[src/logic/evi_pkg.sv]
// Purpose: Shared constants for the encoder velocity and event block
// Assumes: APB with 32-bit data, one aligned word per register
// Notes: Event bit positions are common to enable, raw and masked views
package evi_pkg;
	localparam logic [11:0] EVI_OFS_VELOCITY = 12'h01C;
	localparam logic [11:0] EVI_OFS_IRQ_EN = 12'h020;
	localparam logic [11:0] EVI_OFS_RAW = 12'h024;
	localparam logic [11:0] EVI_OFS_MASKED = 12'h028;
	localparam logic [11:0] EVI_OFS_CONTROL = 12'h000;
	localparam logic [11:0] EVI_OFS_LOAD = 12'h010;
	localparam logic [11:0] EVI_OFS_TIME = 12'h014;
	localparam logic [11:0] EVI_OFS_COUNT = 12'h018;
	localparam int EVI_NUM_EVENTS = 4;
	localparam int EVI_BIT_PHASE_ERR = 3;
	localparam int EVI_BIT_DIR_CHG = 2;
	localparam int EVI_BIT_TIMER = 1;
	localparam int EVI_BIT_INDEX = 0;
	localparam int EVI_BIT_VEL_EN = 5;
	localparam logic [31:0] EVI_RESET_WORD = 32'h0000_0000;
	localparam logic [31:0] EVI_ONE_WORD = 32'h0000_0001;
	localparam logic [3:0] EVI_RESET_EVENTS = 4'h0;
endpackage

[src/logic/evi_velocity_irq.sv]
// Purpose: Velocity measurement result and event latches with APB access
// Assumes: Event inputs are single-cycle pulses from logic on pclk
// Notes: Reads return data one cycle after setup; pready is always high in access
//
// Local design decision: the APB slave port.
`timescale 1ns/1ps
module evi_velocity_irq
	import evi_pkg::*;
#(
	parameter int DATA_W = 32
) (
	input wire logic pclk,
	input wire logic presetn,
	input wire logic psel,
	input wire logic penable,
	input wire logic pwrite,
	input wire logic [11:0] paddr,
	input wire logic [31:0] pwdata,
	output logic [31:0] prdata,
	output logic pready,
	output logic pslverr,
	input wire logic velocity_pulse,
	input wire logic phase_error_event,
	input wire logic direction_change_event,
	input wire logic index_pulse_event,
	output logic irq
);

	typedef struct packed {
		logic [DATA_W-1:0] control;
		logic [DATA_W-1:0] load;
		logic [DATA_W-1:0] timer;
		logic [DATA_W-1:0] count;
		logic [DATA_W-1:0] velocity;
		logic [EVI_NUM_EVENTS-1:0] irq_en;
		logic [EVI_NUM_EVENTS-1:0] raw;
		logic [31:0] rdata;
		logic ready;
		logic err;
		logic irq;
	} evi_state_t;

	evi_state_t s_q;
	evi_state_t s_d;

	// Decode used only for the error flag; unknown offsets flag an error
	function automatic logic evi_mapped(input logic [11:0] a);
		if (a == EVI_OFS_CONTROL) begin
			return 1'b1;
		end else if (a == EVI_OFS_LOAD || a == EVI_OFS_TIME || a == EVI_OFS_COUNT) begin
			return 1'b1;
		end else if (a == EVI_OFS_VELOCITY || a == EVI_OFS_IRQ_EN) begin
			return 1'b1;
		end else if (a == EVI_OFS_RAW || a == EVI_OFS_MASKED) begin
			return 1'b1;
		end else begin
			return 1'b0;
		end
	endfunction

	logic setup_c;
	logic access_c;
	logic wr_c;
	logic vel_en_c;
	logic expire_c;
	logic [EVI_NUM_EVENTS-1:0] events_c;
	logic [EVI_NUM_EVENTS-1:0] clear_c;
	logic [EVI_NUM_EVENTS-1:0] masked_c;

	// Next-state logic for bus, timer and latches
	always_comb begin
		s_d = s_q;
		setup_c = psel && !penable;
		// A write lands only at the edge where the master sees pready high
		access_c = psel && penable && s_q.ready;
		wr_c = access_c && pwrite;
		vel_en_c = s_q.control[EVI_BIT_VEL_EN];
		// Zero reached while enabled marks the end of a period
		expire_c = vel_en_c && (s_q.timer == EVI_RESET_WORD);

		// Velocity engine freezes entirely while disabled
		if (vel_en_c) begin
			if (expire_c) begin
				s_d.timer = s_q.load;
				s_d.velocity = s_q.count;
				s_d.count = velocity_pulse ? EVI_ONE_WORD : EVI_RESET_WORD;
			end else begin
				s_d.timer = s_q.timer - EVI_ONE_WORD;
				s_d.count = s_q.count + (velocity_pulse ? EVI_ONE_WORD : EVI_RESET_WORD);
			end
		end

		// Event sources in their fixed bit positions
		events_c = EVI_RESET_EVENTS;
		events_c[EVI_BIT_PHASE_ERR] = phase_error_event;
		events_c[EVI_BIT_DIR_CHG] = direction_change_event;
		events_c[EVI_BIT_TIMER] = expire_c;
		events_c[EVI_BIT_INDEX] = index_pulse_event;

		// Only ones written to masked status clear; zeros leave latches alone
		clear_c = EVI_RESET_EVENTS;
		if (wr_c && paddr == EVI_OFS_MASKED) begin
			clear_c = pwdata[EVI_NUM_EVENTS-1:0];
		end
		// Set wins over clear so no event is lost
		s_d.raw = (s_q.raw & ~clear_c) | events_c;

		// Register writes take effect at the access edge, matching the master's view
		if (wr_c) begin
			if (paddr == EVI_OFS_CONTROL) begin
				s_d.control = pwdata;
			end else if (paddr == EVI_OFS_LOAD) begin
				s_d.load = pwdata;
			end else if (paddr == EVI_OFS_IRQ_EN) begin
				s_d.irq_en = pwdata[EVI_NUM_EVENTS-1:0];
			end
		end

		masked_c = s_q.raw & s_q.irq_en;

		// Read mux; reserved upper bits of event registers read zero
		s_d.rdata = EVI_RESET_WORD;
		if (setup_c && !pwrite) begin
			if (paddr == EVI_OFS_CONTROL) begin
				s_d.rdata = s_q.control;
			end else if (paddr == EVI_OFS_LOAD) begin
				s_d.rdata = s_q.load;
			end else if (paddr == EVI_OFS_TIME) begin
				s_d.rdata = s_q.timer;
			end else if (paddr == EVI_OFS_COUNT) begin
				s_d.rdata = s_q.count;
			end else if (paddr == EVI_OFS_VELOCITY) begin
				s_d.rdata = s_q.velocity;
			end else if (paddr == EVI_OFS_IRQ_EN) begin
				s_d.rdata = {{(32-EVI_NUM_EVENTS){1'b0}}, s_q.irq_en};
			end else if (paddr == EVI_OFS_RAW) begin
				s_d.rdata = {{(32-EVI_NUM_EVENTS){1'b0}}, s_q.raw};
			end else if (paddr == EVI_OFS_MASKED) begin
				s_d.rdata = {{(32-EVI_NUM_EVENTS){1'b0}}, masked_c};
			end
		end

		// Zero-wait slave: ready only in the access phase
		s_d.ready = setup_c;
		s_d.err = setup_c && !evi_mapped(paddr);

		// Interrupt output follows masked view from the updated latches
		s_d.irq = |(s_d.raw & s_d.irq_en);
	end

	// All state clears to zero on reset
	always_ff @(posedge pclk or negedge presetn) begin
		if (!presetn) begin
			s_q <= '0;
		end else begin
			s_q <= s_d;
		end
	end

	assign prdata = s_q.rdata;
	assign pready = s_q.ready;
	assign pslverr = s_q.err;
	assign irq = s_q.irq;

endmodule // evi_velocity_irq

[config.mk]
export PLATFORM = sky130hd
export DESIGN_NAME = evi_velocity_irq
export DESIGN_NICKNAME = d
export VERILOG_FILES = /design/src/logic/evi_pkg.sv /design/src/logic/evi_velocity_irq.sv
export SDC_FILE = /design/constraint.sdc
export NUM_CORES = 1
export LEC_CHECK = 0
export ABC_AREA = 0
export ABC_CLOCK_PERIOD_IN_PS = 6400
export BUFFER_PORTS_ARGS = -buffer_cell sky130_fd_sc_hd__buf_2
export CORE_ASPECT_RATIO = 0.7
export CORE_UTILIZATION = 50
export CTS_CLUSTER_DIAMETER = 80
export DETAILED_ROUTE_END_ITERATION = 10
export PLACE_DENSITY = 0.69
export SLEW_MARGIN = 15
export SYNTH_ARGS = -nofsm -noshare
export SYNTH_HDL_FRONTEND = slang
export SYNTH_SLANG_ARGS = --single-unit
[constraint.sdc]
create_clock -name pclk -period 6.4 [get_ports pclk]
set_clock_uncertainty 0.15 [all_clocks]
set_input_delay 0.32 -clock pclk [delete_from_list [all_inputs] [get_ports pclk]]
set_output_delay 0.32 -clock pclk [all_outputs]
set_load 0.02 [all_outputs]
==> impl_metrics.json <==
{
  "synth.top_cell.area_share": 0.499,
  "synth_cell_type_count": 57,
  "dieWidth_um": 173,
  "ir_drop_mv": 0.179,
  "drc": 0,
  "final_core_util": 0.584,
  "vias": 7543,
  "via_per_inst": 5.81,
  "multiInputGateArea_um2": 4490,
  "die_h_um": 121,
  "setup_viol": 0,
  "setup_tns_ns": 0,
  "worstSetupStartpointType": "flip-flop",
  "fin_crit_ns": 3.35,
  "place_inst": 1226,
  "cts_tree": "yes",
  "cts_max_level": 1,
  "grt.overflow.total": 0,
  "yosys_warnings": 0,
  "start_util": 0.513,
  "synthTopCellsByArea": "dfrtp_1 50%, mux4_2 6.2%, nand2_1 4.6%, mux2_4 4.4%, mux2_2 4.2%",
  "syn_to_final_growth_pct": 13.9,
  "grt_use_met3": 0.0363,
  "fin_cells": 1299,
  "final_nets": 1075,
  "fp-row-count": 43,
  "crit_fanout": 60,
  "cp.required_ns": 6.63,
  "synth-seq-area-share": 0.499,
  "synth_area_leader_cell": "dfrtp_1",
  "wl_per_cell_um": 18.4,
  "cts_setup_buffers": 0,
  "ff_latch_area_um2": 5080,
  "drt_first_pass_iters": 5,
  "setup_slack_ns": 3.05,
  "clk_root_buffer_cell": "clkbuf_16",
  "slew-limit-headroom": 0.300,
  "wl_um": 23900,
  "die-area_um2": 20900,
  "cap_violations": 0,
  "place_area_um2": 10600,
  "cts_sinks": 203,
  "grt.busiest_layer": "met2",
  "cp_data_arrival_time_ns": 3.58,
  "met2_usage": 0.365,
  "ys_ff_latch": 203,
  "leakagePower_nw": 5.50,
  "synth_edf_count": 0,
  "pre_cts_ws_ns": 2.69,
  "clk_pin_slew_ns": 0.06,
  "avgSynthCellArea_um2": 10.7,
  "ff2ff_path_depth": 6,
  "outcome": "complete, no violations",
  "fmax_mhz": 298,
  "insertion_delay_ns": 0.50,
  "gp_congestion": 0.858,
  "synthesis.nets": 1006,
  "hold_viol_final": 0,
  "tightestPinTransition_ns": 1.05,
  "synth_cells": 949,
  "fin_area_um2": 11600,
  "hold_depth": 4,
  "cp-end-kind": "flip-flop",
  "num_io_pins": 88,
  "synth_area_um2": 10200,
  "synth_commonest_cells": "203 x dfrtp_1, 125 x nand2_1, 78 x nor2_1",
  "setup.worst_path.class": "reg2reg",
  "yosys.cell_count.top_type": "dfrtp_1",
  "antenna_found_initial": 0,
  "antenna_cells": 0,
  "fillers": 1702,
  "grt_max_degree": 104,
  "grt_pass1_vias": 7429,
  "finalCritPeriodShare": 0.524,
  "hold_path_class": "in2reg",
  "rsz0062_at_grt": "no",
  "grt_pass1_wl_um": 40100,
  "cts_inserted_buffers": 20,
  "layout-drive-gt1-share": 0.231,
  "crit_chain": "nor4_1 -> and4_1 -> and4_4 -> buf_4 -> nor3_1 -> a221o_1",
  "grt_use_met1": 0.361,
  "dr.first_iter.drc_count": 597,
  "core_um2": 19900,
  "powerDensity_nw_per_um2": 220,
  "clock_path_buffers": 3,
  "cpMaxStageDelayCell": "nor4_1",
  "ant_nets": 0,
  "synthArstFlopShare": 1.00,
  "dp_hpwl_um": 15400,
  "synth_ff_type": "dfrtp_1",
  "grt_usage": 0.239,
  "slew_viol_final": 0,
  "slowest_delay_ns": 0.76,
  "port-buffer-count": 87
}
==> power by group <==
group          internal (W)  switching [W]
sequential          0.00129     0.00000327
clock              0.000645       0.000484
combinational     0.0000531      0.0000841
==> layer usage <==
metal,wire (um),vias to the layer above,share of wire
met5,0,-,0
met4,418,0,0.017
met3,1180,31,0.049
met2,10600,195,0.44
met1,11800,3814,0.49
li1,-,3503,-
==> registers in the layout (all words and copies together) (netlist names) <==
name	flops
prdata	32
pslverr	1
s_q	168
pready	1
irq	1
==> through the flow <==
step / power, W / hold WS, ns
finish: 0.00256 / 0.0843
global route: 0.00264 / 0.0980
CTS: 0.00258 / 0.0636
detailed placement: 0.00143 / 0.308
global placement: 0.00143 / 0.302
floorplan: 0.00137 / -0.126
==> worst paths after layout <==
check,slack (ns),end,startpoint
setup / recovery,3.05,s_q[134]$_DFFE_PN0P_,s_q[113]$_DFFE_PN0P_
hold / removal,0.08,pslverr$_DFF_PN0_,psel
setup reg to reg,3.05,s_q[134]$_DFFE_PN0P_,s_q[113]$_DFFE_PN0P_
hold reg to reg,0.32,s_q[60]$_DFFE_PN0P_,s_q[60]$_DFFE_PN0P_
max in group asynchronous,4.55,s_q[93]$_DFFE_PN0P_,presetn
min in group asynchronous,0.32,irq$_DFF_PN0_,presetn
==> cells in the final DEF, fill, tap and decap left out, drive strengths merged, types with 3 or more instances in the layout <==
master       instances
inv                 33
or3                 10
a31oi                6
nor3b                3
a22oi               45
mux4                28
a311oi               4
mux2                68
and4                 4
o21ai               43
a2bb2oi              4
nand4               11
xnor2               22
ha                   4
clkbuf              33
dlygate4sd3         40
a21oi               11
dfrtp              203
and3                 4
or4                  7
nor4                27
nand3               25
nand2              125
buf                101
xor2                 3
o211ai               4
nor2                78
o22ai                7
or2                  7
a32o                 4
mux2i                6
nor3                19
o2bb2ai             12
nor2b                4
==> repair_timing <==
action                    CTS  global route
hold buffers               40             0
hold endpoints to repair  175             0
gates resized for setup     0             0
==> cell families (layout without fill, tap and decap cells) <==
family | count (synthesis) | in the layout | share of synthesized area
buffers and inverters | 129 | 209 | 0.0628
XOR/XNOR | 25 | 25 | 0.0215
multiplexers | 102 | 102 | 0.154
AND/OR/NAND/NOR | 333 | 333 | 0.155
AO/OA/AOI/OAI | 153 | 153 | 0.103
flip-flops | 203 | 203 | 0.499
adder cells (fa/ha/maj) | 4 | 4 | 0.00492
==> area by class of cell <==
| type | instances | area share |
|---|---|---|
| Multi-Input combinational cell | 617 | 0.387 |
| Clock inverter | 1 | 0.000431 |
| Sequential cell | 203 | 0.438 |
| Tap cell | 270 | 0.0291 |
| Inverter | 34 | 0.0110 |
| Timing Repair Buffer | 142 | 0.0825 |
| Clock buffer | 32 | 0.0523 |
==> critical path: cells and delay by family, from the launching register on <==
family	cells	cell delay (ns)
and+or+nand+nor	4	1.96
buffers and inverters	1	0.41
AOI/OAI and AO/OA	1	0.27
DFF	1	0.43
Note: power is estimated with default switching activity, not from simulation.
